<file path="src/shared/sld_regs.vh">
// register map, field layout, level codes and divider taps of the scan driver
// assumes apb byte addresses are four times the register index
`ifndef SLD_REGS_VH
`define SLD_REGS_VH

// ------------------------------------------------------------------
// register indices (byte address = index * 4)
// ------------------------------------------------------------------
`define SLD_IDX_W 10
`define SLD_CTRL_IDX 10'h01B
`define SLD_STAT_IDX 10'h01C
`define SLD_RAM_BASE_IDX 10'h200
`define SLD_RAM_LAST_IDX 10'h22B
`define SLD_RAM_COL_BIT 2
`define SLD_RAM_ROW_LSB 3
`define SLD_RAM_WORDS 24

// ------------------------------------------------------------------
// display_control fields and reset value
// ------------------------------------------------------------------
`define SLD_CTRL_RST 8'h04
`define SLD_SEL_MSB 2
`define SLD_SEL_LSB 0
`define SLD_MODE_MSB 4
`define SLD_MODE_LSB 3
`define SLD_MODE_OFF 2'h0
`define SLD_MODE_RAM 2'h1
`define SLD_MODE_ALL0 2'h2
`define SLD_MODE_ALL1 2'h3

// ------------------------------------------------------------------
// scan clock select codes and slow divider masks (divisor - 1)
// ------------------------------------------------------------------
`define SLD_SEL_64 3'h0
`define SLD_SEL_128 3'h1
`define SLD_SEL_256 3'h4
`define SLD_SEL_512 3'h5
`define SLD_SEL_1K 3'h6
`define SLD_SEL_2K 3'h7
`define SLD_DIV_W 9
`define SLD_MASK_512 9'h1FF
`define SLD_MASK_256 9'h0FF
`define SLD_MASK_128 9'h07F
`define SLD_MASK_64 9'h03F
`define SLD_MASK_32 9'h01F
`define SLD_MASK_16 9'h00F

// ------------------------------------------------------------------
// drive level codes: ground, first bias, second bias, full supply
// ------------------------------------------------------------------
`define SLD_LVL_GND 2'h0
`define SLD_LVL_B1 2'h1
`define SLD_LVL_B2 2'h2
`define SLD_LVL_FULL 2'h3

`endif

</file>
<file path="src/hw/sld_scan_gen.v">
// slow clock binary divider and scan tick selection
// assumes slow_tick_i is a one-cycle pulse per slow clock period, already synchronised
`timescale 1ns/100ps
module sld_scan_gen (
  input wire core_clk_i,
  input wire arst_n_i,
  input wire slow_tick_i,
  input wire [2:0] sel_i,
  output wire scan_tick_o
);
`include "sld_regs.vh"

  // ------------------------------------------------------------------
  // divider chain on the slow clock
  // ------------------------------------------------------------------
  reg [`SLD_DIV_W-1:0] slow_divider_tap;
  reg [`SLD_DIV_W-1:0] mask;

  always @(posedge core_clk_i or negedge arst_n_i) begin
    if (!arst_n_i) begin
      slow_divider_tap <= {`SLD_DIV_W{1'b0}};
    end else if (slow_tick_i) begin
      slow_divider_tap <= slow_divider_tap + {{(`SLD_DIV_W-1){1'b0}}, 1'b1};
    end
  end

  // unlisted codes fall back to the reset tap so the panel keeps a sane rate
  always @* begin
    case (sel_i)
      `SLD_SEL_64: mask = `SLD_MASK_512;
      `SLD_SEL_128: mask = `SLD_MASK_256;
      `SLD_SEL_256: mask = `SLD_MASK_128;
      `SLD_SEL_512: mask = `SLD_MASK_64;
      `SLD_SEL_1K: mask = `SLD_MASK_32;
      `SLD_SEL_2K: mask = `SLD_MASK_16;
      default: mask = `SLD_MASK_128;
    endcase
  end

  // one tick each time the selected tap completes a full period
  assign scan_tick_o = slow_tick_i && ((slow_divider_tap & mask) == mask);

endmodule

</file>
<file path="src/hw/sld_top.v">
// multiplexed segment lcd / led scan driver with apb register access
// assumes a free running 32 khz slow clock pin and an apb master on core_clk_i
`timescale 1ns/100ps
module sld_top #(
  parameter DUTY = 4,
  parameter BIAS_THIRD = 1,
  parameter SEG_COUNT = 32,
  parameter LED_MODE = 0
) (
  input wire core_clk_i,
  input wire arst_n_i,
  input wire slow_clk_i,
  input wire psel_i,
  input wire penable_i,
  input wire pwrite_i,
  input wire [11:0] paddr_i,
  input wire [31:0] pwdata_i,
  input wire [3:0] pstrb_i,
  output reg [31:0] prdata_o,
  output wire pready_o,
  output wire pslverr_o,
  output reg [11:0] com_level_o,
  output reg [63:0] seg_level_o,
  output reg frame_start_o
);
`include "sld_regs.vh"

  // ------------------------------------------------------------------
  // helpers
  // ------------------------------------------------------------------
  function ram_hit;
    input [`SLD_IDX_W-1:0] idx;
    begin
      ram_hit = (idx >= `SLD_RAM_BASE_IDX) && (idx <= `SLD_RAM_LAST_IDX) &&
        !idx[`SLD_RAM_COL_BIT];
    end
  endfunction

  // row = common number, column = byte of the 32 segments
  function [4:0] ram_slot;
    input [`SLD_IDX_W-1:0] idx;
    reg [`SLD_IDX_W-1:0] off;
    begin
      off = idx - `SLD_RAM_BASE_IDX;
      ram_slot = {off[`SLD_RAM_ROW_LSB+2:`SLD_RAM_ROW_LSB], off[1:0]};
    end
  endfunction

  // lcd level of a common, alternating polarity each frame to keep dc off the glass
  function [1:0] com_lvl;
    input act;
    input pol;
    begin
      if (LED_MODE != 0) begin
        com_lvl = ((LED_MODE == 1) ~^ act) ? `SLD_LVL_FULL : `SLD_LVL_GND;
      end else if (act) begin
        com_lvl = pol ? `SLD_LVL_GND : `SLD_LVL_FULL;
      end else if (BIAS_THIRD != 0) begin
        com_lvl = pol ? `SLD_LVL_B2 : `SLD_LVL_B1;
      end else begin
        com_lvl = `SLD_LVL_B1;
      end
    end
  endfunction

  function [1:0] seg_lvl;
    input on;
    input pol;
    begin
      if (LED_MODE != 0) begin
        seg_lvl = ((LED_MODE == 1) ~^ on) ? `SLD_LVL_FULL : `SLD_LVL_GND;
      end else if (on) begin
        seg_lvl = pol ? `SLD_LVL_FULL : `SLD_LVL_GND;
      end else if (BIAS_THIRD != 0) begin
        seg_lvl = pol ? `SLD_LVL_B1 : `SLD_LVL_B2;
      end else begin
        seg_lvl = `SLD_LVL_B1;
      end
    end
  endfunction

  // ------------------------------------------------------------------
  // slow clock synchroniser and tick
  // ------------------------------------------------------------------
  reg slow_s1;
  reg slow_s2;
  reg slow_s3;
  wire slow_tick;
  wire scan_tick;

  always @(posedge core_clk_i or negedge arst_n_i) begin
    if (!arst_n_i) begin
      slow_s1 <= 1'b0;
      slow_s2 <= 1'b0;
      slow_s3 <= 1'b0;
    end else begin
      slow_s1 <= slow_clk_i;
      slow_s2 <= slow_s1;
      slow_s3 <= slow_s2;
    end
  end

  assign slow_tick = slow_s2 && !slow_s3;

  // ------------------------------------------------------------------
  // apb slave
  // ------------------------------------------------------------------
  reg [7:0] display_control;
  reg [7:0] display_ram [0:`SLD_RAM_WORDS-1];
  reg [2:0] com_idx;
  reg polarity;
  wire [`SLD_IDX_W-1:0] idx;
  wire mapped;
  wire wr_en;
  wire [1:0] mode;
  integer i;

  assign idx = paddr_i[11:2];
  assign mapped = (idx == `SLD_CTRL_IDX) || (idx == `SLD_STAT_IDX) || ram_hit(idx);
  // zero wait states: read data is captured in the setup cycle
  assign pready_o = psel_i && penable_i;
  assign pslverr_o = psel_i && penable_i && !mapped;
  assign wr_en = psel_i && penable_i && pwrite_i && mapped && pstrb_i[0];
  assign mode = display_control[`SLD_MODE_MSB:`SLD_MODE_LSB];

  always @(posedge core_clk_i or negedge arst_n_i) begin
    if (!arst_n_i) begin
      display_control <= `SLD_CTRL_RST;
    end else if (wr_en && (idx == `SLD_CTRL_IDX)) begin
      display_control <= {3'h0, pwdata_i[`SLD_MODE_MSB:0]};
    end
  end

  // ram written at any time; no reset needed beyond clearing for a known start
  always @(posedge core_clk_i or negedge arst_n_i) begin
    if (!arst_n_i) begin
      for (i = 0; i < `SLD_RAM_WORDS; i = i + 1) begin
        display_ram[i] <= 8'h00;
      end
    end else if (wr_en && ram_hit(idx)) begin
      display_ram[ram_slot(idx)] <= pwdata_i[7:0];
    end
  end

  always @(posedge core_clk_i or negedge arst_n_i) begin
    if (!arst_n_i) begin
      prdata_o <= 32'h00000000;
    end else if (psel_i && !penable_i && !pwrite_i) begin
      if (idx == `SLD_CTRL_IDX) begin
        prdata_o <= {24'h000000, display_control};
      end else if (idx == `SLD_STAT_IDX) begin
        prdata_o <= {28'h0000000, polarity, com_idx};
      end else if (ram_hit(idx)) begin
        prdata_o <= {24'h000000, display_ram[ram_slot(idx)]};
      end else begin
        prdata_o <= 32'h00000000;
      end
    end
  end

  // ------------------------------------------------------------------
  // scan clock and common sequencer
  // ------------------------------------------------------------------
  sld_scan_gen u_scan_gen (
    .core_clk_i(core_clk_i),
    .arst_n_i(arst_n_i),
    .slow_tick_i(slow_tick),
    .sel_i(display_control[`SLD_SEL_MSB:`SLD_SEL_LSB]),
    .scan_tick_o(scan_tick)
  );

  reg [31:0] row;
  wire [4:0] row_base;
  wire last_com;

  assign last_com = (com_idx == DUTY[2:0] - 3'h1);
  assign row_base = {com_idx, 2'h0};

  // the off mode parks the sequencer at common zero
  always @(posedge core_clk_i or negedge arst_n_i) begin
    if (!arst_n_i) begin
      com_idx <= 3'h0;
      polarity <= 1'b0;
      row <= 32'h00000000;
      frame_start_o <= 1'b0;
    end else begin
      frame_start_o <= 1'b0;
      if (mode == `SLD_MODE_OFF) begin
        com_idx <= 3'h0;
        polarity <= 1'b0;
      end else if (scan_tick) begin
        // row latched at each step, so ram changes appear from the next step
        row <= {display_ram[row_base + 5'h3], display_ram[row_base + 5'h2],
          display_ram[row_base + 5'h1], display_ram[row_base]};
        if (last_com) begin
          com_idx <= 3'h0;
          polarity <= !polarity;
          frame_start_o <= 1'b1;
        end else begin
          com_idx <= com_idx + 3'h1;
        end
      end
    end
  end

  // ------------------------------------------------------------------
  // drive level generation
  // ------------------------------------------------------------------
  reg [2:0] drv_com;
  reg drv_valid;
  wire [11:0] next_com_level;
  wire [63:0] next_seg_level;

  // the common being driven follows the row latched with it
  always @(posedge core_clk_i or negedge arst_n_i) begin
    if (!arst_n_i) begin
      drv_com <= 3'h0;
      drv_valid <= 1'b0;
    end else if (mode == `SLD_MODE_OFF) begin
      drv_valid <= 1'b0;
    end else if (scan_tick) begin
      drv_com <= com_idx;
      drv_valid <= 1'b1;
    end
  end

  genvar g;
  generate
    for (g = 0; g < 6; g = g + 1) begin : g_com
      wire used = (g < DUTY);
      assign next_com_level[2*g+1:2*g] = (used && drv_valid) ?
        com_lvl(drv_com == g, polarity) : `SLD_LVL_GND;
    end
    for (g = 0; g < 32; g = g + 1) begin : g_seg
      wire used = (g < SEG_COUNT);
      wire on = (mode == `SLD_MODE_ALL1) ? 1'b1 :
        (mode == `SLD_MODE_ALL0) ? 1'b0 : row[g];
      assign next_seg_level[2*g+1:2*g] = (used && drv_valid) ?
        seg_lvl(on, polarity) : `SLD_LVL_GND;
    end
  endgenerate

  always @(posedge core_clk_i or negedge arst_n_i) begin
    if (!arst_n_i) begin
      com_level_o <= 12'h000;
      seg_level_o <= 64'h0000000000000000;
    end else begin
      com_level_o <= next_com_level;
      seg_level_o <= next_seg_level;
    end
  end

endmodule

</file>
<file path="config.mk">
export PLATFORM = sky130hd
export DESIGN_NAME = sld_top
export DESIGN_NICKNAME = d
export VERILOG_FILES = /design/src/hw/sld_scan_gen.v /design/src/hw/sld_top.v
export VERILOG_INCLUDE_DIRS = /design/src /design/src/shared
export SDC_FILE = /design/constraint.sdc
export NUM_CORES = 1
export LEC_CHECK = 0
export BUFFER_PORTS_ARGS = -buffer_cell sky130_fd_sc_hd__buf_2
export CORE_ASPECT_RATIO = 0.8
export CORE_MARGIN = 1
export CORE_UTILIZATION = 64
export DETAILED_ROUTE_END_ITERATION = 12
export PLACE_DENSITY = 0.95
export RECOVER_POWER = 25
export SLEW_MARGIN = 40
export SYNTH_ARGS = -nofsm -noshare
export SYNTH_HDL_FRONTEND = slang
export SYNTH_SLANG_ARGS = --single-unit
</file>
<file path="constraint.sdc">
create_clock -name core_clk_i -period 5.2 [get_ports core_clk_i]
set_input_delay 1.04 -clock core_clk_i [delete_from_list [all_inputs] [get_ports core_clk_i]]
set_output_delay 1.04 -clock core_clk_i [all_outputs]
set_load 0.005 [all_outputs]
</file>
==> flow_metrics.tcl <==
set metrics [dict create \
    yosysMostFrequentCell "dfrtp_1" \
    switchingPower_w 0.001089 \
    ys.warnings.count 0 \
    place_ws_ps 1564 \
    clock_latency_ps 550 \
    via_per_inst 6.918 \
    hold_violations 0 \
    ant_nets 0 \
    final.min_clock_period_ps 3700 \
    dpl.hpwl_mm 26.12 \
    hold_path.class "reg -> reg" \
    synth_edf_count 0 \
    cp.required_ps 4160 \
    p_int_w 0.003781 \
    place.gp.congestion 0.9047 \
    synthArstFlopShare_pct 100.0 \
    die_y_um 140.8 \
    crit_path_end "pslverr_o" \
    grt_first_pass_wirelength_mm 63.87 \
    dr.pass1.iters 6 \
    grt_pass1_vias 10881 \
    placementRows 50 \
    synthToLayoutAreaGrowth_pct 8.930 \
    regArea_um2 7412 \
    setup_tns_ps 0 \
    layout-drive-gt1-share_pct 40.58 \
    clock_skew_ps 18.44 \
    critical_path_class "in -> out" \
    ys.flop_type "dfrtp_1" \
    wl_per_cell_um 26.97 \
    multi_input_area_um2 7132 \
    synth-seq-cells 296 \
    clockPowerShare_pct 46.9 \
    clock_sinks 296 \
    r2r_cells 6 \
    startpoint "paddr_i[3]" \
    critPathCaptureType "primary output" \
    synthTopCellsByCount "dfrtp_1, mux2_2, mux4_2, buf_4, mux2i_1" \
    combinationalPowerShare_pct 4.7 \
    wirelength_mm 41.64 \
    final_max_slew_viol_count 52 \
    vias 10682 \
    status "complete, but fails checks" \
    grt_usage_pct 34.27 \
    pin_count 165 \
    max-slew-margin-rel_pct -89.14 \
    ctsHoldBuffers 0 \
    worstPathArrival_ps 2660 \
    initial_core_util_pct 65.52 \
    fillers 1387 \
    cts.reportedPaths.clkPinSlew_ps 60 \
    synth_area_um2 15410 \
    synthCells 1181 \
    path_max_fanout 29 \
    drv_cap 1 \
    violations "max-capacitance violations, max-slew violations" \
    cts_buffers 28 \
    p_leak_nw 7.950 \
    yosys.area.top_type "dfrtp_1" \
    cts-resized-gates 0 \
    core_um2 23520 \
    rr_endpoint "row[21]$_DFFE_PN0P_" \
    power_density_nw_per_um2 290.1 \
    tightest_slew_ps 2837 \
    ctsHtreeMaxLevel 1 \
    cts_tree "yes" \
    ys_seq_area_share_pct 48.07 \
    grt_overflow 0 \
    seqPwrFrac_pct 48.4 \
    dieWidth_um 175.5 \
    port_buffers 107 \
    finalNetCount 1267 \
    rrSetupSlack_ps 2350 \
    swShare_pct 22.37 \
    peakVddDrop_uv 246.2 \
    antenna_found_initial 0 \
    layout_setup_ws_ps 1500 \
    route.detailed.drc 0 \
    fin_crit_sh_pct 71.16 \
    drt_iter0_drc 1441 \
    setup_viol 0 \
    startpoint_type "input port" \
    ys_types 62 \
    fmax_mhz 270.2 \
    cts-root-buf "clkbuf_16" \
    cts.path.max_buffers 3 \
    cts_setup_buffers 0 \
    synth_area_per_cell_um2 13.05 \
    yosysTopAreaCellShare_pct 47.90 \
    r2r_start "slow_s3$_DFF_PN0_" \
    grt_setup_unrepaired "false" \
    diodes 0 \
    yosys-top-cells-area "dfrtp_1, mux2_2, mux4_2" \
    grt_max_degree 76 \
    die-area_um2 24710 \
]
[per-layer routing]
metal  GRT usage (%)  vias to the layer above  routed length (um)
met5               0                        -                   0
met3           7.578                      229                4588
met1           44.34                     5380               14830
met2           54.68                      833               19540
met4           18.03                        0                2684
li1                -                     4240                   -
[cell families after synthesis]
group                    Yosys count  synth area share [%]
AO/OA/AOI/OAI                    137                 5.821
adder cells (fa/ha/maj)            2                0.1623
XOR/XNOR                          44                 2.500
flip-flops                       296                 48.07
multiplexers                     361                 30.88
other                              1               0.02433
AND/OR/NAND/NOR                  159                 6.211
buffers and inverters            181                 6.332
[worst min path at each step]
stage / from / endpoint / slack [ps] / cells past startpoint
3_5_place_dp: slow_s1$_DFF_PN0_ / slow_s2$_DFF_PN0_ / 350 / 0
2_1_floorplan: slow_s1$_DFF_PN0_ / slow_s2$_DFF_PN0_ / 330 / 0
4_1_cts: slow_s1$_DFF_PN0_ / slow_s2$_DFF_PN0_ / 360 / 0
3_3_place_gp: slow_s1$_DFF_PN0_ / slow_s2$_DFF_PN0_ / 340 / 0
5_1_grt: slow_s1$_DFF_PN0_ / slow_s2$_DFF_PN0_ / 370 / 0
6_report: slow_s1$_DFF_PN0_ / slow_s2$_DFF_PN0_ / 360 / 0
[state kept, by name (all words and copies together) (netlist names)]
signal / cells
com_level_o: 5
row: 32
display_control: 5
slow_s3: 1
frame_start_o: 1
drv_com: 3
prdata_o: 8
display_ram: 192
slow_s1: 1
drv_valid: 1
u_scan_gen.slow_divider_tap: 9
seg_level_o: 33
com_idx: 3
polarity: 1
slow_s2: 1
[area by class of cell]
class | instances | area share (%)
multi-input cells | 731 | 42.48
well taps | 312 | 2.325
clock buffers | 39 | 5.023
flip-flops and latches | 296 | 44.15
inverters | 34 | 0.7825
repair buffers | 120 | 4.077
clock inverters | 12 | 1.163
[critical path: stages]
cell and delay (ps):
buf_2 600, nor2_1 180, and2_1 280, nor2_1 140, nor2_1 50, nor3b_1 190, buf_2 150
[cells in the final DEF, fill, tap and decap left out, types with 23 or more instances in the layout]
| master | instances |
|---|---|
| mux4_2 | 66 |
| conb_1 | 28 |
| buf_2 | 106 |
| o22ai_1 | 33 |
| xnor2_1 | 40 |
| mux2_2 | 224 |
| clkbuf_16 | 29 |
| inv_1 | 32 |
| dfrtp_1 | 294 |
| nand2_1 | 23 |
| and2_1 | 37 |
| mux2i_1 | 63 |
| a21oi_1 | 39 |
[power groups by stage]
stage	sequential, W	combinational (W)	clock [W]
6_report	0.00236	0.000231	0.00228
2_1_floorplan	0.00240	0.000144	0
3_5_place_dp	0.00240	0.000227	0
4_1_cts	0.00236	0.000231	0.00230
3_3_place_gp	0.00240	0.000215	0
5_1_grt	0.00236	0.000250	0.00239
[through the flow]
| step | instance area, um2 | power (W) | std cells | utilization (%) | hold slack [ps] |
|---|---|---|---|---|---|
| after CTS | 16810 | 0.004889 | 1544 | 71.45 | 360.6 |
| final | 16790 | 0.004870 | 1544 | 71.37 | 360.0 |
| after detailed placement | 15770 | 0.002631 | 1493 | 67.03 | 345.9 |
| after floorplan | 15510 | 0.002540 | 1208 | - | 331.2 |
| after global routing | 16790 | 0.004998 | 1544 | 71.37 | 367.1 |
| after global placement | 15700 | 0.002616 | 1490 | 66.74 | 340.3 |
(Power assumes the default switching activity.)
